[src/logic/pfv_pkg.sv]
package pfv_pkg;

  // Peak-voltage comparator bank and gain levels.
  localparam int NUM_CMP = 6;
  localparam int LVL_W = 3;
  localparam logic [LVL_W-1:0] LVL_MAX = 3'h6;
  localparam int HYST_CODE = 2;
  localparam int VIN_W = 10;
  localparam logic [59:0] CMP_THR = {10'h2C0, 10'h250, 10'h1E0, 10'h170, 10'h110, 10'h0B0};

  // Gain table, entries scaled by 1/4 (2 fractional bits) in scale_gain, level 0 is full gain.
  localparam logic [8*7-1:0] GAIN_TBL = {8'h14, 8'h1C, 8'h28, 8'h38, 8'h50, 8'h70, 8'hFF};

  // Timing in the core clock.
  localparam int CLK_MHZ = 250;
  localparam int HOLD_US = 40000;
  localparam int HOLD_CYC = HOLD_US * CLK_MHZ;
  localparam int SMPL_US = 10;
  localparam int SMPL_CYC = SMPL_US * CLK_MHZ;
  localparam int LFLT_US = 100000;
  localparam int LFLT_CYC = LFLT_US * CLK_MHZ;
  localparam int CNT_W = 32;

  // Idle-time computation and gross overcurrent trip count.
  localparam int COMP_W = 10;
  localparam int TIME_W = 16;
  localparam logic [COMP_W-1:0] DCM_KNEE = 10'h200;
  localparam logic [COMP_W-1:0] DCM_HYST = 10'h03D;
  localparam int OCP_TRIPS = 3;

  // Valley delay decode, eight steps of pin code and delay cycles.
  localparam int RES_W = 8;
  localparam logic [8*8-1:0] VDLY_CYC = {8'h40, 8'h38, 8'h30, 8'h28, 8'h20, 8'h18, 8'h10, 8'h08};

  typedef enum logic [4:0] {
    PFV_STOP = 5'b00001,
    PFV_RDG = 5'b00010,
    PFV_BOFF = 5'b00100,
    PFV_RUN = 5'b01000,
    PFV_FLT = 5'b10000
  } pfv_state_t;

endpackage

[src/logic/pfv_ctrl.sv]
`timescale 1ns/1ps
module pfv_ctrl #(
  parameter int HOLD = pfv_pkg::HOLD_CYC,
  parameter int SMPL = pfv_pkg::SMPL_CYC,
  parameter int LFLT = pfv_pkg::LFLT_CYC
) (
  input wire logic core_clk,
  input wire logic sys_rst,
  input wire logic supply_ok,
  input wire logic run_req,
  input wire logic [pfv_pkg::COMP_W-1:0] comp_code,
  input wire logic [pfv_pkg::VIN_W-1:0] sense_pin_code,
  input wire logic zero_cross_comparator,
  input wire logic gross_overcurrent_comparator,
  input wire logic [pfv_pkg::RES_W-1:0] gate_pin_code,
  output logic gate_drive_pin,
  output logic delay_sense_current,
  output logic [pfv_pkg::LVL_W-1:0] line_gain_level,
  output logic [2:0] valley_delay_sel,
  output logic [pfv_pkg::TIME_W-1:0] switch_on_time,
  output logic [pfv_pkg::TIME_W-1:0] dcm_idle_period,
  output logic long_fault
);

  pfv_pkg::pfv_state_t st_q;
  logic [1:0] zc_sy_q;
  logic [1:0] oc_sy_q;
  logic [1:0] ok_sy_q;
  logic [1:0] rq_sy_q;
  logic zc_prev_q;
  logic zc_edge;
  logic [pfv_pkg::CNT_W-1:0] wait_q;
  logic [1:0] trip_q;
  logic oc_seen_q;
  logic load_en;
  logic [pfv_pkg::LVL_W-1:0] lvl;
  logic [pfv_pkg::TIME_W-1:0] scaled_q;
  logic dcm_mode_q;
  logic [pfv_pkg::TIME_W-1:0] idle_tmr_q;
  logic idle_done_q;
  logic [7:0] vdly_q;
  logic [7:0] vdly_tgt;
  logic arm_q;
  logic [pfv_pkg::TIME_W-1:0] on_q;
  logic [pfv_pkg::VIN_W-1:0] sense_sy_q;
  logic [pfv_pkg::VIN_W-1:0] sense_m_q;
  logic [pfv_pkg::RES_W-1:0] gpin_m_q;
  logic [pfv_pkg::RES_W-1:0] gpin_sy_q;
  logic [pfv_pkg::COMP_W-1:0] comp_m_q;
  logic [pfv_pkg::COMP_W-1:0] comp_sy_q;

  ////////////////////////////////////////////////////////////////////////////
  // Synchronisers for all pin inputs.
  always_ff @(posedge core_clk or posedge sys_rst) begin
    if (sys_rst) begin
      zc_sy_q <= '0;
      oc_sy_q <= '0;
      ok_sy_q <= '0;
      rq_sy_q <= '0;
      zc_prev_q <= 1'b0;
      sense_m_q <= '0;
      sense_sy_q <= '0;
      gpin_m_q <= '0;
      gpin_sy_q <= '0;
      comp_m_q <= '0;
      comp_sy_q <= '0;
    end else begin
      zc_sy_q <= {zc_sy_q[0], zero_cross_comparator};
      oc_sy_q <= {oc_sy_q[0], gross_overcurrent_comparator};
      ok_sy_q <= {ok_sy_q[0], supply_ok};
      rq_sy_q <= {rq_sy_q[0], run_req};
      zc_prev_q <= zc_sy_q[1];
      sense_m_q <= sense_pin_code;
      sense_sy_q <= sense_m_q;
      gpin_m_q <= gate_pin_code;
      gpin_sy_q <= gpin_m_q;
      comp_m_q <= comp_code;
      comp_sy_q <= comp_m_q;
    end
  end

  assign zc_edge = zc_sy_q[1] && !zc_prev_q;

  ////////////////////////////////////////////////////////////////////////////
  // Start-up and fault sequencer.
  always_ff @(posedge core_clk or posedge sys_rst) begin
    if (sys_rst) begin
      st_q <= pfv_pkg::PFV_STOP;
      wait_q <= '0;
      long_fault <= 1'b0;
      delay_sense_current <= 1'b0;
    end else begin
      case (st_q)
        pfv_pkg::PFV_STOP: begin
          long_fault <= 1'b0;
          if (ok_sy_q[1]) begin
            st_q <= pfv_pkg::PFV_RDG;
            wait_q <= '0;
            delay_sense_current <= 1'b1;
          end
        end
        pfv_pkg::PFV_RDG: begin
          if (wait_q == pfv_pkg::CNT_W'(SMPL - 1)) begin
            st_q <= pfv_pkg::PFV_BOFF;
            delay_sense_current <= 1'b0;
          end else begin
            wait_q <= wait_q + 1'b1;
          end
        end
        pfv_pkg::PFV_BOFF: begin
          if (!ok_sy_q[1]) begin
            st_q <= pfv_pkg::PFV_STOP;
          end else if (rq_sy_q[1]) begin
            st_q <= pfv_pkg::PFV_RUN;
          end
        end
        pfv_pkg::PFV_RUN: begin
          if (trip_q == 2'(pfv_pkg::OCP_TRIPS - 1) && oc_sy_q[1] && !oc_seen_q && gate_drive_pin) begin
            st_q <= pfv_pkg::PFV_FLT;
            long_fault <= 1'b1;
            wait_q <= '0;
          end else if (!ok_sy_q[1]) begin
            st_q <= pfv_pkg::PFV_STOP;
          end else if (!rq_sy_q[1]) begin
            st_q <= pfv_pkg::PFV_BOFF;
          end
        end
        pfv_pkg::PFV_FLT: begin
          if (wait_q == pfv_pkg::CNT_W'(LFLT - 1)) begin
            st_q <= pfv_pkg::PFV_STOP;
          end else begin
            wait_q <= wait_q + 1'b1;
          end
        end
        default: begin
          st_q <= pfv_pkg::PFV_STOP;
        end
      endcase
    end
  end

  // Valley delay caught at the end of the read window and held.
  always_ff @(posedge core_clk or posedge sys_rst) begin
    if (sys_rst) begin
      valley_delay_sel <= '0;
    end else if (st_q == pfv_pkg::PFV_RDG && wait_q == pfv_pkg::CNT_W'(SMPL - 1)) begin
      valley_delay_sel <= gpin_sy_q[pfv_pkg::RES_W-1 -: 3];
    end
  end

  // Gross overcurrent trips counted per switching cycle.
  always_ff @(posedge core_clk or posedge sys_rst) begin
    if (sys_rst) begin
      trip_q <= '0;
      oc_seen_q <= 1'b0;
    end else if (st_q != pfv_pkg::PFV_RUN) begin
      trip_q <= '0;
      oc_seen_q <= 1'b0;
    end else if (gate_drive_pin && oc_sy_q[1] && !oc_seen_q) begin
      oc_seen_q <= 1'b1;
      trip_q <= trip_q + 1'b1;
    end else if (arm_q && vdly_q == vdly_tgt) begin
      if (!oc_seen_q) begin
        trip_q <= '0;
      end
      oc_seen_q <= 1'b0;
    end
  end

  ////////////////////////////////////////////////////////////////////////////
  // Feed-forward gain, loaded from the sense pin before switching.
  assign load_en = (st_q == pfv_pkg::PFV_BOFF);

  pfv_peak_det #(
    .HOLD(HOLD)
  ) u_peak (
    .core_clk(core_clk),
    .sys_rst(sys_rst),
    .load_en(load_en),
    .vin(sense_sy_q),
    .line_gain_level(lvl)
  );

  // Compensation scaled by the gain into the on-time; idle time derived from the unscaled compensation.
  always_ff @(posedge core_clk or posedge sys_rst) begin
    if (sys_rst) begin
      scaled_q <= '0;
      line_gain_level <= '0;
      dcm_mode_q <= 1'b0;
      switch_on_time <= '0;
      dcm_idle_period <= '0;
    end else begin
      line_gain_level <= lvl;
      scaled_q <= scale_gain(comp_sy_q, pfv_pkg::GAIN_TBL[lvl*8 +: 8]);
      switch_on_time <= scaled_q;
      if (!dcm_mode_q && comp_sy_q < pfv_pkg::DCM_KNEE - pfv_pkg::DCM_HYST) begin
        dcm_mode_q <= 1'b1;
      end else if (dcm_mode_q && comp_sy_q >= pfv_pkg::DCM_KNEE) begin
        dcm_mode_q <= 1'b0;
      end
      dcm_idle_period <= (dcm_mode_q && comp_sy_q < pfv_pkg::DCM_KNEE) ?
                         pfv_pkg::TIME_W'(pfv_pkg::DCM_KNEE - comp_sy_q) : '0;
    end
  end

  function automatic logic [pfv_pkg::TIME_W-1:0] scale_gain(input logic [pfv_pkg::COMP_W-1:0] a,
                                                          input logic [7:0] g);
    logic [17:0] p;
    p = 18'(a) * 18'(g);
    return pfv_pkg::TIME_W'(p >> 2);
  endfunction

  ////////////////////////////////////////////////////////////////////////////
  // Switching cycle: on-time, idle, valley, valley delay.
  assign vdly_tgt = pfv_pkg::VDLY_CYC[valley_delay_sel*8 +: 8];

  always_ff @(posedge core_clk or posedge sys_rst) begin
    if (sys_rst) begin
      gate_drive_pin <= 1'b0;
      on_q <= '0;
      idle_tmr_q <= '0;
      idle_done_q <= 1'b0;
      arm_q <= 1'b0;
      vdly_q <= '0;
    end else if (st_q != pfv_pkg::PFV_RUN) begin
      gate_drive_pin <= 1'b0;
      idle_done_q <= 1'b1;
      arm_q <= 1'b0;
      idle_tmr_q <= '0;
    end else if (gate_drive_pin) begin
      if (on_q >= switch_on_time || (oc_sy_q[1])) begin
        gate_drive_pin <= 1'b0;
        idle_tmr_q <= '0;
        idle_done_q <= (dcm_idle_period == '0);
      end else begin
        on_q <= on_q + 1'b1;
      end
    end else if (arm_q) begin
      if (vdly_q == vdly_tgt) begin
        gate_drive_pin <= 1'b1;
        on_q <= '0;
        arm_q <= 1'b0;
      end else begin
        vdly_q <= vdly_q + 1'b1;
      end
    end else begin
      if (!idle_done_q) begin
        idle_tmr_q <= idle_tmr_q + 1'b1;
        if (idle_tmr_q + 1'b1 >= dcm_idle_period) begin
          idle_done_q <= 1'b1;
        end
      end
      if (zc_edge && idle_done_q) begin
        arm_q <= 1'b1;
        vdly_q <= '0;
      end
    end
  end

  valley_wait_a: assert property (@(posedge core_clk) disable iff (sys_rst)
    $rose(arm_q) |-> $past(idle_done_q) && $past(zc_edge))
    else $error("cycle armed without valley");
  start_order_a: assert property (@(posedge core_clk) disable iff (sys_rst)
    (st_q == pfv_pkg::PFV_STOP && ok_sy_q[1]) |=> st_q == pfv_pkg::PFV_RDG)
    else $error("stop did not go to resistor read");
  read_current_a: assert property (@(posedge core_clk) disable iff (sys_rst)
    st_q == pfv_pkg::PFV_RDG |-> delay_sense_current)
    else $error("sense current off while reading");
  delay_hold_a: assert property (@(posedge core_clk) disable iff (sys_rst)
    st_q == pfv_pkg::PFV_RUN |=> $stable(valley_delay_sel))
    else $error("valley delay changed while running");
  gate_idle_a: assert property (@(posedge core_clk) disable iff (sys_rst)
    st_q != pfv_pkg::PFV_RUN |=> !gate_drive_pin)
    else $error("gate driven outside run");
  mode_hyst_a: assert property (@(posedge core_clk) disable iff (sys_rst)
    $rose(dcm_mode_q) |-> $past(comp_sy_q) < pfv_pkg::DCM_KNEE - pfv_pkg::DCM_HYST)
    else $error("idle mode entered inside band");
  fault_run_c: cover property (@(posedge core_clk) disable iff (sys_rst) $rose(long_fault));
  valley_hit_c: cover property (@(posedge core_clk) disable iff (sys_rst) $rose(arm_q));
  dcm_on_c: cover property (@(posedge core_clk) disable iff (sys_rst) $rose(dcm_mode_q));

endmodule // pfv_ctrl

[src/logic/pfv_peak_det.sv]
`timescale 1ns/1ps
module pfv_peak_det #(
  parameter int HOLD = pfv_pkg::HOLD_CYC
) (
  input wire logic core_clk,
  input wire logic sys_rst,
  input wire logic load_en,
  input wire logic [pfv_pkg::VIN_W-1:0] vin,
  output logic [pfv_pkg::LVL_W-1:0] line_gain_level
);

  logic [pfv_pkg::LVL_W-1:0] inst_d;
  logic [pfv_pkg::LVL_W-1:0] peak_q;
  logic [pfv_pkg::CNT_W-1:0] tmr_q;
  logic tmr_done;

  ////////////////////////////////////////////////////////////////////////////
  // Count thresholds crossed, falling thresholds lowered by the hysteresis.
  always_comb begin
    logic [pfv_pkg::VIN_W-1:0] thr;
    thr = '0;
    inst_d = '0;
    for (int i = 0; i < pfv_pkg::NUM_CMP; i++) begin
      thr = pfv_pkg::CMP_THR[i*pfv_pkg::VIN_W +: pfv_pkg::VIN_W];
      if (line_gain_level > i[pfv_pkg::LVL_W-1:0]) begin
        thr = thr - pfv_pkg::VIN_W'(pfv_pkg::HYST_CODE);
      end
      if (vin >= thr) begin
        inst_d = pfv_pkg::LVL_W'(i + 1);
      end
    end
  end

  assign tmr_done = (tmr_q == pfv_pkg::CNT_W'(HOLD - 1));

  // Free-running window timer, unrelated to line phase.
  always_ff @(posedge core_clk or posedge sys_rst) begin
    if (sys_rst) begin
      tmr_q <= '0;
    end else if (tmr_done) begin
      tmr_q <= '0;
    end else begin
      tmr_q <= tmr_q + 1'b1;
    end
  end

  always_ff @(posedge core_clk or posedge sys_rst) begin
    if (sys_rst) begin
      peak_q <= '0;
    end else if (load_en || tmr_done) begin
      peak_q <= inst_d;
    end else if (inst_d > peak_q) begin
      peak_q <= inst_d;
    end
  end

  always_ff @(posedge core_clk or posedge sys_rst) begin
    if (sys_rst) begin
      line_gain_level <= '0;
    end else if (load_en) begin
      line_gain_level <= inst_d;
    end else if (inst_d > line_gain_level) begin
      line_gain_level <= inst_d;
    end else if (tmr_done) begin
      line_gain_level <= (inst_d > peak_q) ? inst_d : peak_q;
    end
  end

  rise_now_a: assert property (@(posedge core_clk) disable iff (sys_rst)
    (!load_en && inst_d > line_gain_level) |=> line_gain_level == $past(inst_d))
    else $error("gain level did not rise at once");
  fall_wait_a: assert property (@(posedge core_clk) disable iff (sys_rst)
    (line_gain_level < $past(line_gain_level)) |-> ($past(tmr_done) || $past(load_en)))
    else $error("gain level fell inside window");
  level_range_a: assert property (@(posedge core_clk) disable iff (sys_rst)
    line_gain_level <= pfv_pkg::LVL_MAX)
    else $error("gain level out of range");
  peak_hold_a: assert property (@(posedge core_clk) disable iff (sys_rst)
    (!tmr_done && !load_en) |=> peak_q >= $past(peak_q))
    else $error("captured peak dropped in window");
  timer_wrap_a: assert property (@(posedge core_clk) disable iff (sys_rst)
    tmr_done |=> tmr_q == '0)
    else $error("window timer did not restart");
  window_fall_c: cover property (@(posedge core_clk) disable iff (sys_rst)
    line_gain_level < $past(line_gain_level));

endmodule // pfv_peak_det

[config.mk]
export PLATFORM = sky130hd
export DESIGN_NAME = pfv_ctrl
export DESIGN_NICKNAME = d
export VERILOG_FILES = /design/src/logic/pfv_pkg.sv /design/src/logic/pfv_ctrl.sv /design/src/logic/pfv_peak_det.sv
export SDC_FILE = /design/constraint.sdc
export NUM_CORES = 1
export LEC_CHECK = 0
export BUFFER_PORTS_ARGS = -buffer_cell sky130_fd_sc_hd__buf_2
export CAP_MARGIN = 20
export CORE_AREA = 2 2 201 203
export DETAILED_ROUTE_END_ITERATION = 10
export DIE_AREA = 0 0 203 205
export GPL_TIMING_DRIVEN = 0
export PLACE_DENSITY_LB_ADDON = 0.3
export SYNTH_ARGS = -nofsm -noshare
export SYNTH_HDL_FRONTEND = slang
export SYNTH_SLANG_ARGS = --single-unit
[constraint.sdc]
create_clock -name core_clk -period 21.2 [get_ports core_clk]
set_input_delay 5.3 -clock core_clk [delete_from_list [all_inputs] [get_ports core_clk]]
set_output_delay 5.3 -clock core_clk [all_outputs]
set_load 0.005 [all_outputs]
==> results.txt, run 1 <==
Yosys warns - 0
Relative area change from synthesis to final layout - 14.70%
Post-DP HPWL - 21750 um
Status - complete, no violations
Crit path time final - 6627 ps
Part of the Yosys area used for sequential elements - 41.71%
Number of max-slew violations in the final report - 0
Largest vdd supply drop - 0.1140 mV
Post-synthesis sequential element count - 228
Clock Root Buffer - clkbuf_16
Synth cell types - 72
Highest cell delay on the worst timing path - 470 ps
Row count - 73
CORE AREA - 39370 um^2
Synth Net Count - 1587
Number of max-capacitance violations reported - 0
Global-route wire length before repair - 49920 um
Total overflow reported by the global router - 0
Number of violations reported at the end of detailed-routing iteration 0 - 578
Share of the clock period used by the worst path after layout - 31.26%
Die Area - 41620 um^2
Post-synth EDFFs - 0
Number of instances in the synthesized netlist - 1389
Antenna violations before repair - 0
Number of cells in the finished layout apart from fillers - 2034
Mean instance size in the synthesized netlist - 9.850 um^2
Clk sink count - 228
Relative slew slack - 32.15%
Count of hold buffers inserted by post-cts repair - 0
Max clock buf depth - 3
Crit-path slowest cell - dfrtp_1
Ports placed on the boundary - 75
Number of global-route vias before repair - 9859
Setup slack on the worst flop-to-flop path - 15750 ps
CP Cell Sequence - buf_4 > buf_2
Worst slew pin tran - 1016 ps
Data arrival time at the worst-slack endpoint - 1330 ps
GPL Wtd Cong - 0.8144
Final setup fails - 0
Global-route total usage across every layer - 14.51%
Total length of routed wires - 29710 um
First-pass iteration count of the detailed router - 5
Area taken by flip-flops and latches - 5707 um^2
Required time worst endpoint - 15900 ps
Clock latency on the worst-skew pair - 560 ps
Unrepaired setup endpoints after global routing - false
Final routed wire length divided by cell count - 14.61 um
Die boundary width - 203 um
Combined area of the multi-input logic cells - 7232 um^2
Post-CTS Repair Setup Buffers - 0
DRC viols - 0
Leakage - 7.391 nW
F_max - 150.9 MHz
Pin count of the biggest net entering global routing - 131
Nature of the critical path startpoint - flop
Placed instance count - 1984
CTS tree - done
Initial core utilization - 34.76%
Count of antenna diodes in the layout - 0
Critical Path End Type - primary output
CTS-repair resized insts - 0
Vias - 10090
Clock tree skew after final layout - 21.41 ps
Die Y-Extent - 205 um
Netlist Area Pre-Place - 13680 um^2
Layout filler cell count - 3894
Worst hold path class - flop to flop
Total of buffers placed on input and output ports - 69
Clock buffers created by TritonCTS - 27
Critical setup path kind - flop to primary output
Worst Path Buf+Inv - 2
Detailed-route vias per instance - 4.959
Share of flip-flops with an asynchronous set or reset - 100.0%
Hold WS - 345.4 ps
Accumulated negative setup slack - 0 ps
Hold Violations, Final - 0
Number of nets in the layout - 1687
Crit-path max FO - 8
Layout cells sized above 1 - 9.742%
Depth of the CTS H-tree - 1
Detail Route Antenna Nets - 0
Primary FF master, synth - dfrtp_1
Kind of cell adding the most delay to the critical path - flip-flops
Register clock-pin slew on the reported worst setup and hold paths - 60 ps
PD cells - 152.2 nW/um^2
## synth_stat cells (all sizes together) (26+ instances only)
cell type,count,area (um^2)
o31ai,26,195.2
inv,142,533.0
and3,26,162.7
ha,116,1451
and2,35,219.0
clkbuf,35,131.4
a21oi,58,290.3
nor2,102,382.9
nand3,49,245.2
fa,48,960.9
xnor2,46,402.9
nand2,104,390.4
o21ai,65,325.3
dfrtp,227,5680
## kinds of logic after synthesis
kind of cell    after synthesis  share of synthesized area [%]
simple gates                464                          17.39
buf+inv                     190                          5.432
compound gates              262                          12.50
mux                          11                         0.8505
flops                       228                          41.71
xor+xnor                     70                          4.481
fa+ha+maj                   164                          17.63
## final cells by class
type	instances	share of cell area [%]
clock buffer	38	5.015
clock inverter	11	1.140
tap	525	4.186
multi-input combinational	971	46.09
sequential	228	36.37
timing repair buffer	71	2.424
buffer	48	1.339
inverter	142	3.444
## worst paths after layout
path | end | start | depth (start not counted)
max | dcm_idle_period[15] | dcm_idle_period[14]$_DFF_PP0_ | 2
min | sense_sy_q[9]$_DFF_PP0_ | sense_m_q[9]$_DFF_PP0_ | 0
max reg2reg | scaled_q[15]$_DFF_PP0_ | u_peak.line_gain_level[1]$_DFFE_PP0P_ | 19
min reg2reg | sense_sy_q[9]$_DFF_PP0_ | sense_m_q[9]$_DFF_PP0_ | 0
max in group asynchronous | idle_tmr_q[3]$_DFFE_PP0P_ | sys_rst | 3
min in group asynchronous | ok_sy_q[0]$_DFF_PP0_ | sys_rst | 2
## worst register-to-register path: cells and delay by family, from the launching register on
family	cells	cell delay, ps
and+or+nand+nor	3	440
AOI/OAI and AO/OA	4	620
buffers and inverters	4	300
adders and majority gates	6	2760
xor gates and xnor gates	1	120
muxes	1	630
DFF	1	480
## power by group
part           switching [W]  leakage, nW  total, W  internal (W)
logic               0.000757         3.98   0.00135      0.000595
clock network       0.000190        0.471  0.000498      0.000308
registers          0.0000364         2.94  0.000539      0.000503
total               0.000983         7.39   0.00239       0.00141
## placed cells by master, fill, tap and decap left out, types with 15 or more instances in the layout
master     Yosys  routed
dfrtp_1      227     227
inv_1        142     141
ha_1         116     116
nand2_1      104     104
nor2_1       102     102
buf_2          6      75
o21ai_0       63      63
a21oi_1       58      58
nand3_1       49      49
fa_1          48      48
xnor2_1       46      46
clkbuf_1      35      39
and2_1        35      35
clkbuf_16      0      27
and3_1        26      26
o31ai_1       26      26
nand2b_1      24      24
xor2_1        24      24
nor3_1        23      23
nand4_1       22      22
a31oi_1       16      16
nor4_1        15      15
## metrics by stage
step / cell area (um^2) / utilization, % / total power [W] / worst slack (ps)
finish: 15690 / 39.86 / 0.002388 / 14570
global route: 15690 / 39.86 / 0.002643 / 14500
CTS: 15690 / 39.84 / 0.002420 / 14540
detailed placement: 14720 / 37.39 / 0.001900 / 14600
global placement: 14680 / 37.30 / 0.001886 / 6863
floorplan: 13680 / - / 0.001618 / 9654
## state kept, by name, indices dropped and copies added (netlist names), 8 cells and up
register and cells:
comp_m_q 10, comp_sy_q 10, dcm_idle_period 11, scaled_q 16, sense_m_q 10, on_q 16
switch_on_time 16, vdly_q 8, u_peak.tmr_q 32, sense_sy_q 10, wait_q 32, idle_tmr_q 16
## per-layer routing
| layer | part of all wire (%) | global-route usage, % | vias to the layer above |
|---|---|---|---|
| li1 | - | - | 4993 |
| met1 | 48 | 20.22 | 4890 |
| met2 | 46 | 23.47 | 163 |
| met3 | 3.6 | 2.386 | 40 |
| met4 | 2.3 | 3.780 | 0 |
| met5 | 0 | 0 | - |
Power figures use the tool's default switching activity.
==> inputs of run 2 (changes only) <==
- ABC_AREA: default -> 1
- CORE_AREA: 2 2 201 203 -> 2 2 210 212
- DIE_AREA: 0 0 203 205 -> 0 0 212 214
- clock period: 21.2 -> 6.35 ns (I/O delays scaled with it)
==> run 2 against run 1 <==
Global-route usage rose by 1.6 points. Clock power grew to 3.6 times the previous value. Critical path depth up 19. Sequential power increased to 3.4 times the previous value. Critical path type is now flop to flop. Cell count rose by 25%. Die area up 9.0%. Wire length rose by 18%.
==> results.txt, run 2 <==
Status - complete, no violations (unchanged)
Worst slew pin tran - 875.3 ps (was 1016 ps)
Ports placed on the boundary - 75 (unchanged)
Data arrival time at the worst-slack endpoint - 6270 ps (was 1330 ps)
Critical setup path kind - flop to flop (was flop to primary output)
Registers with the most flip-flops - u_peak.tmr_q: 32 flops, wait_q: 32 flops (unchanged)
Depth of the CTS H-tree - 1 (unchanged)
Clk sink count - 228 (unchanged)
Final routed wire length divided by cell count - 13.79 um (was 14.61 um)
CP Cell Sequence - inv_1 > ha_1 > inv_1 > o21ai_0 > inv_1 > nand2_1 > fa_1 > inv_1 > fa_1 > fa_1 > inv_1 > fa_1 > inv_1 > ha_1 > nand2_1 > o31ai_1 > nand3_1 > nand2_1 > nand2_1 > nand2_1 > xor2_1 (was buf_4 > buf_2)
Largest family of logic cells by synthesized area - simple AND/OR/NAND/NOR gates (was adder cells)
Antenna violations before repair - 0 (unchanged)
Leakage - 8.498 nW (was 7.391 nW)
Global-route total usage across every layer - 16.13% (was 14.51%)
Area share of xor/xnor cells in the synthesized design - 5.266% (was 4.481%)
Leading post-synthesis cells by instance count - nand2_1 (435), inv_1 (279), dfrtp_1 (227), nor2_1 (186), ha_1 (116) (was dfrtp_1 (227), inv_1 (142), ha_1 (116), nand2_1 (104), nor2_1 (102))
Vias - 12040 (was 10090)
DRC viols - 0 (unchanged)
Crit path time final - 5790 ps
Number of nets in the layout - 2142 (was 1687)
Area leader, netlist - dfrtp_1 (unchanged)
Total of buffers placed on input and output ports - 69 (unchanged)
Synth Net Count - 2037 (was 1587)
Most numerous cell in the Yosys netlist - nand2_1 (was dfrtp_1)
Clock Root Buffer - clkbuf_16 (unchanged)
Leading cell types in the layout, fill and taps excluded - nand2_1 (435), inv_1 (278), dfrtp_1 (227), nor2_1 (186), ha_1 (116) (was dfrtp_1 (227), inv_1 (141), ha_1 (116), nand2_1 (104), nor2_1 (102))
Share of cell area taken by muxes after synthesis - 0% (was 0.8505%)
Total stage count of the critical path - 21 (was 2)
Final setup fails - 0 (unchanged)
Highest cell delay on the worst timing path - 680 ps (was 470 ps)
Die boundary width - 212 um (was 203 um)
Post-synthesis sequential element count - 228 (unchanged)
Post-CTS Repair Setup Buffers - 0 (unchanged)
Register clock-pin slew on the reported worst setup and hold paths - 60 ps (about the same)
Total length of routed wires - 35170 um (was 29710 um)
Count of hold buffers inserted by post-cts repair - 0 (unchanged)
CTS-repair resized insts - 0 (unchanged)
End-of-flow core utilization - 40.07% (was 39.86%)
Detailed-route vias per instance - 4.719 (was 4.959)
Synth area leaders - dfrtp_1 (38%), nand2_1 (11%), ha_1 (9.7%) (was dfrtp_1 (42%), ha_1 (11%), fa_1 (7.0%))
Clock latency on the worst-skew pair - 560 ps (about the same)
Clock buffers created by TritonCTS - 28 (was 27)
Total overflow reported by the global router - 0 (unchanged)
Kind of cell adding the most delay to the critical path - adder cells (was flip-flops)
Number of violations reported at the end of detailed-routing iteration 0 - 771 (was 578)
Number of instances in the synthesized netlist - 1839 (was 1389)
Clock tree skew after final layout - 11.51 ps (was 21.41 ps)
Crit-path max FO - 9 (was 8)
Worst hold path class - flop to flop (unchanged)
Post-DP HPWL - 27620 um (was 21750 um)
Required time worst endpoint - 6830 ps (was 15900 ps)
Unrepaired setup endpoints after global routing - false (unchanged)
Row count - 76 (was 73)
Critical Path End Type - flop (was primary output)
Fraction of the mapped netlist area in compound gates - 5.534% (was 12.50%)
Layout cells sized above 1 - 9.410% (was 9.742%)
Synth cell types - 55 (was 72)
Share of flip-flops with an asynchronous set or reset - 100.0% (unchanged)
Netlist Area Pre-Place - 14940 um^2 (was 13680 um^2)
Largest vdd supply drop - 0.7789 mV (was 0.1140 mV)
Number of max-slew violations in the final report - 0 (unchanged)
Post-synth EDFFs - 0 (unchanged)
Yosys warns - 0 (unchanged)
GPL Wtd Cong - 0.9203 (was 0.8144)
Global-route wire length before repair - 60280 um (was 49920 um)
Max clock buf depth - 3 (unchanged)
Leading cell type in the layout, fill and taps excluded - nand2_1 (was dfrtp_1)
Initial core utilization - 34.85% (was 34.76%)
Primary FF master, synth - dfrtp_1 (unchanged)
Crit-path slowest cell - o21ai_0 (was dfrtp_1)
Die Y-Extent - 214 um (was 205 um)
Worst Path Buf+Inv - 6 (was 2)
Simple logic cell fraction of the synthesized area - 26.29% (was 17.39%)
Detail Route Antenna Nets - 0 (unchanged)
F_max - 172.7 MHz
Count of antenna diodes in the layout - 0 (unchanged)
CTS tree - done (unchanged)
Number of max-capacitance violations reported - 0 (unchanged)
Area share of the largest cell type after synthesis - 38.01% (was 41.52%)
Adder-cell area share of the yosys netlist - 16.14% (was 17.63%)
First-pass iteration count of the detailed router - 5 (unchanged)
Die Area - 45370 um^2 (was 41620 um^2)
Relative area change from synthesis to final layout - 14.98% (was 14.70%)
Part of the Yosys area used for sequential elements - 38.19% (was 41.71%)
Accumulated negative setup slack - 0 ps (unchanged)
Worst reg-to-reg path cell count - 21 (was 19)
CORE AREA - 42890 um^2 (was 39370 um^2)
Dominant cell type by count on the critical path - inv_1
Relative slew slack - 41.03% (was 32.15%)
Mean instance size in the synthesized netlist - 8.126 um^2 (was 9.850 um^2)
Nature of the critical path startpoint - flop (unchanged)
PD cells - 538.4 nW/um^2 (was 152.2 nW/um^2)
Pin count of the biggest net entering global routing - 46 (was 131)
Share of the clock period used by the worst path after layout - 91.18%
Number of global-route vias before repair - 12110 (was 9859)
Hold Path Cell Cnt - 0 (unchanged)
Hold Violations, Final - 0 (unchanged)
run 2: cell type report:
type | count | area [um^2]
Fill cell | 4339 | 25700
Multi-Input combinational cell | 1292 | 7955
Sequential cell | 228 | 5707
Inverter | 287 | 1081
Clock buffer | 36 | 772.0
Tap cell | 585 | 732.0
Timing Repair Buffer | 75 | 465.4
Clock inverter | 16 | 265.3
Buffer | 32 | 205.2
run 2: through the flow:
step | hold slack (ps) | instance area [um^2] | cells | power [W] | setup slack [ps]
floorplan | 331.2 | 14950 | 1839 | 0.006213 | 1528
global placement | 331.5 | 16030 | 2493 | 0.007429 | 282.6
detailed placement | 334.7 | 16150 | 2499 | 0.007541 | 583.1
CTS | 347.6 | 17180 | 2551 | 0.009402 | 537.6
global route | 349.6 | 17180 | 2551 | 0.01042 | 176.4
finish | 345.3 | 17180 | 2551 | 0.009252 | 560.1
run 2: per-layer routing:
layer | routed length [um] | GRT usage (%)
met5 | 0 | 0
met4 | 1045 | 4.671
met3 | 1262 | 2.214
met2 | 16400 | 26.42
met1 | 16460 | 22.19
run 2: path summary, 6_finish.rpt:
| kind | from | endpoint | slack, ps |
|---|---|---|---|
| worst max register to register | u_peak.line_gain_level[0]$_DFFE_PP0P_ | scaled_q[11]$_DFF_PP0_ | 560 |
| min in group asynchronous | sys_rst | u_peak.tmr_q[31]$_DFF_PP0_ | 1080 |
| max in group asynchronous | sys_rst | switch_on_time[13]$_DFF_PP0_ | 4160 |
| worst min register to register | comp_m_q[3]$_DFF_PP0_ | comp_sy_q[3]$_DFF_PP0_ | 350 |
| worst max-delay path | u_peak.line_gain_level[0]$_DFFE_PP0P_ | scaled_q[11]$_DFF_PP0_ | 560 |
| worst min-delay path | comp_m_q[3]$_DFF_PP0_ | comp_sy_q[3]$_DFF_PP0_ | 350 |
run 2: kinds of logic after synthesis:
kind of cell / count (synthesis)
AO/OA/AOI/OAI: 151
flip-flops: 228
buffers and inverters: 319
XOR/XNOR: 89
AND/OR/NAND/NOR: 888
adder cells (fa/ha/maj): 164
run 2: power by group:
| group | switching, W | total [W] | leakage [nW] | internal [W] |
|---|---|---|---|---|
| Clock | 0.000633 | 0.00177 | 0.508 | 0.00114 |
| Sequential | 0.000111 | 0.00183 | 2.94 | 0.00172 |
| Combinational | 0.00348 | 0.00565 | 5.05 | 0.00217 |
==> inputs of run 3 (changes only) <==
- BUFFER_PORTS_ARGS: -buffer_cell sky130_fd_sc_hd__buf_2 -> default
- CORE_AREA: 2 2 210 212 -> 2 2 155 157
- DIE_AREA: 0 0 212 214 -> 0 0 157 159
- DONT_BUFFER_PORTS: default -> 1
==> run 3 against run 2 <==
Core utilization up 31 points. First-iteration DRC count increased by 14%. Wire length fell by 2.8%.
==> results.txt, run 3 (synthesis results as in run 2) <==
Clock buffers created by TritonCTS - 25 (was 28)
Beginning of the worst register-to-register path - u_peak.line_gain_level[1]$_DFFE_PP0P_ (was u_peak.line_gain_level[0]$_DFFE_PP0P_)
Layout cells sized above 1 - 5.979% (was 9.410%)
Ports placed on the boundary - 75 (unchanged)
Number of max-capacitance violations reported - 0 (unchanged)
Antenna violations before repair - 0 (unchanged)
Unrepaired setup endpoints after global routing - false (unchanged)
Post-CTS Repair Setup Buffers - 0 (unchanged)
Die Y-Extent - 159 um (was 214 um)
Global-route total usage across every layer - 28.09% (was 16.13%)
Data arrival time at the worst-slack endpoint - 6360 ps (was 6270 ps)
Max clock buf depth - 3 (unchanged)
Die Area - 24960 um^2 (was 45370 um^2)
Hold Violations, Final - 0 (unchanged)
CTS tree - done (unchanged)
Relative area change from synthesis to final layout - 9.654% (was 14.98%)
Register clock-pin slew on the reported worst setup and hold paths - 60 ps (about the same)
Count of hold buffers inserted by post-cts repair - 0 (unchanged)
Registers with the most flip-flops - u_peak.tmr_q: 32 flops, wait_q: 32 flops (unchanged)
Clock Root Buffer - clkbuf_16 (unchanged)
Detailed-route vias per instance - 5.486 (was 4.719)
Crit path time final - 5926 ps (was 5790 ps)
Count of antenna diodes in the layout - 0 (unchanged)
Share of the clock period used by the worst path after layout - 93.32% (was 91.18%)
Layout filler cell count - 1806 (was 4339)
Number of nets in the layout - 2069 (was 2142)
Setup slack on the worst flop-to-flop path - 420 ps (was 560 ps)
Status - complete, no violations (unchanged)
CTS-repair resized insts - 0 (unchanged)
Number of global-route vias before repair - 12100 (was 12110)
Crit-path max FO - 10 (was 9)
Clk sink count - 228 (unchanged)
Worst slew pin tran - 915.6 ps (was 875.3 ps)
Launch point of the worst hold path - scaled_q[3]$_DFF_PP0_ (was comp_m_q[3]$_DFF_PP0_)
Die boundary width - 157 um (was 212 um)
Worst setup path startpoint - u_peak.line_gain_level[1]$_DFFE_PP0P_ (was u_peak.line_gain_level[0]$_DFFE_PP0P_)
Initial core utilization - 64.44% (was 34.85%)
Leakage - 8.132 nW (was 8.498 nW)
DRC viols - 0 (unchanged)
Final setup fails - 0 (unchanged)
First-pass iteration count of the detailed router - 5 (unchanged)
Crit-path slowest cell - fa_1 (was o21ai_0)
Hold WS - 342.4 ps (was 345.3 ps)
Clock latency on the worst-skew pair - 540 ps (was 560 ps)
Total of buffers placed on input and output ports - 0 (was 69)
Worst hold path class - flop to flop (unchanged)
Combined area of the multi-input logic cells - 7955 um^2 (unchanged)
CP Cell Sequence - inv_1 > ha_1 > inv_1 > nor2_1 > clkinv_1 > nor2_1 > fa_1 > fa_1 > fa_1 > inv_1 > fa_1 > inv_1 > ha_1 > nand2_1 > o31ai_1 > nand3_1 > nand2_1 > nand2_1 > nand2_1 > xor2_1 (was inv_1 > ha_1 > inv_1 > o21ai_0 > inv_1 > nand2_1 > fa_1 > inv_1 > fa_1 > fa_1 > inv_1 > fa_1 > inv_1 > ha_1 > nand2_1 > o31ai_1 > nand3_1 > nand2_1 > nand2_1 > nand2_1 > xor2_1)
Post-DP HPWL - 26190 um (was 27620 um)
Total overflow reported by the global router - 0 (unchanged)
Row count - 56 (was 76)
Global-route wire length before repair - 57320 um (was 60280 um)
Required time worst endpoint - 6790 ps (was 6830 ps)
Final routed wire length divided by cell count - 15.47 um (was 13.79 um)
Clock tree skew after final layout - 23.06 ps (was 11.51 ps)
Relative slew slack - 38.96% (was 41.03%)
GPL Wtd Cong - 0.9352 (was 0.9203)
Highest cell delay on the worst timing path - 570 ps (was 680 ps)
Nature of the critical path startpoint - flop (unchanged)
Pin count of the biggest net entering global routing - 45 (was 46)
PD cells - 559.9 nW/um^2 (was 538.4 nW/um^2)
Detail Route Antenna Nets - 0 (unchanged)
F_max - 168.8 MHz (was 172.7 MHz)
Depth of the CTS H-tree - 1 (unchanged)
Number of max-slew violations in the final report - 0 (unchanged)
Critical Path End Type - flop (unchanged)
Accumulated negative setup slack - 0 ps (unchanged)
Vias - 12120 (was 12040)
Largest vdd supply drop - 0.5867 mV (was 0.7789 mV)
CORE AREA - 23190 um^2 (was 42890 um^2)
Critical setup path kind - flop to flop (unchanged)
Leading cell type in the layout, fill and taps excluded - nand2_1 (unchanged)
Area taken by flip-flops and latches - 5707 um^2 (unchanged)
End-of-flow core utilization - 70.66% (was 40.07%)
Number of violations reported at the end of detailed-routing iteration 0 - 880 (was 771)
Total length of routed wires - 34180 um (was 35170 um)
Leading cell types in the layout, fill and taps excluded - nand2_1 (435), inv_1 (278), dfrtp_1 (227), nor2_1 (186), ha_1 (116) (unchanged)
==> run 3: final timing paths <==
path                                                 to  cells after the start
max in group asynchronous           st_q[0]$_DFFE_PP1P_                      4
max reg2reg                      scaled_q[11]$_DFF_PP0_                     20
min                         switch_on_time[3]$_DFF_PP0_                      0
min in group asynchronous  dcm_idle_period[2]$_DFF_PP0_                      1
min reg2reg                 switch_on_time[3]$_DFF_PP0_                      0
max                              scaled_q[11]$_DFF_PP0_                     20
==> run 3: where the power goes <==
part	internal [W]	switching (W)
clock	0.00103	0.000602
sequential	0.00172	0.000129
combinational	0.00214	0.00356
total	0.00489	0.00429
==> run 3: metrics by stage <==
stage | cells | worst slack, ps | total power, W | cell area, um^2
after global routing | 2209 | 51.80 | 0.01012 | 16390
after global placement | 2158 | 665.8 | 0.007182 | 15350
final | 2209 | 424.1 | 0.009174 | 16390
after detailed placement | 2163 | 482.4 | 0.007481 | 15450
after CTS | 2209 | 454.6 | 0.009157 | 16390
after floorplan | 1839 | 1528 | 0.006213 | 14950
==> run 3: layout make-up <==
type / instances / area share, %
repair buffers: 5 / 0.6108
clock inverters: 15 / 1.474
multi-input cells: 1292 / 48.55
clock buffers: 31 / 4.261
plain buffers: 32 / 1.252
flip-flops and latches: 228 / 34.82
well taps: 319 / 2.436
inverters: 287 / 6.597
==> run 3: critical path, delay by kind of cell, from the launching register on <==
kind | cells | cell delay (ps)
DFF | 1 | 460
adders and majority gates | 6 | 2640
AOI/OAI and AO/OA | 1 | 480
and+or+nand+nor | 7 | 1310
xor gates and xnor gates | 1 | 160
buffers and inverters | 5 | 780
==> run 3: per-layer routing <==
metal  wire length [um]  GRT usage (%)  share of wire, %
met1              14430          37.03                42
met5                  0              0                 0
met4                694          7.214               2.0
met2              16890          48.25                49
met3               2161          4.736               6.3
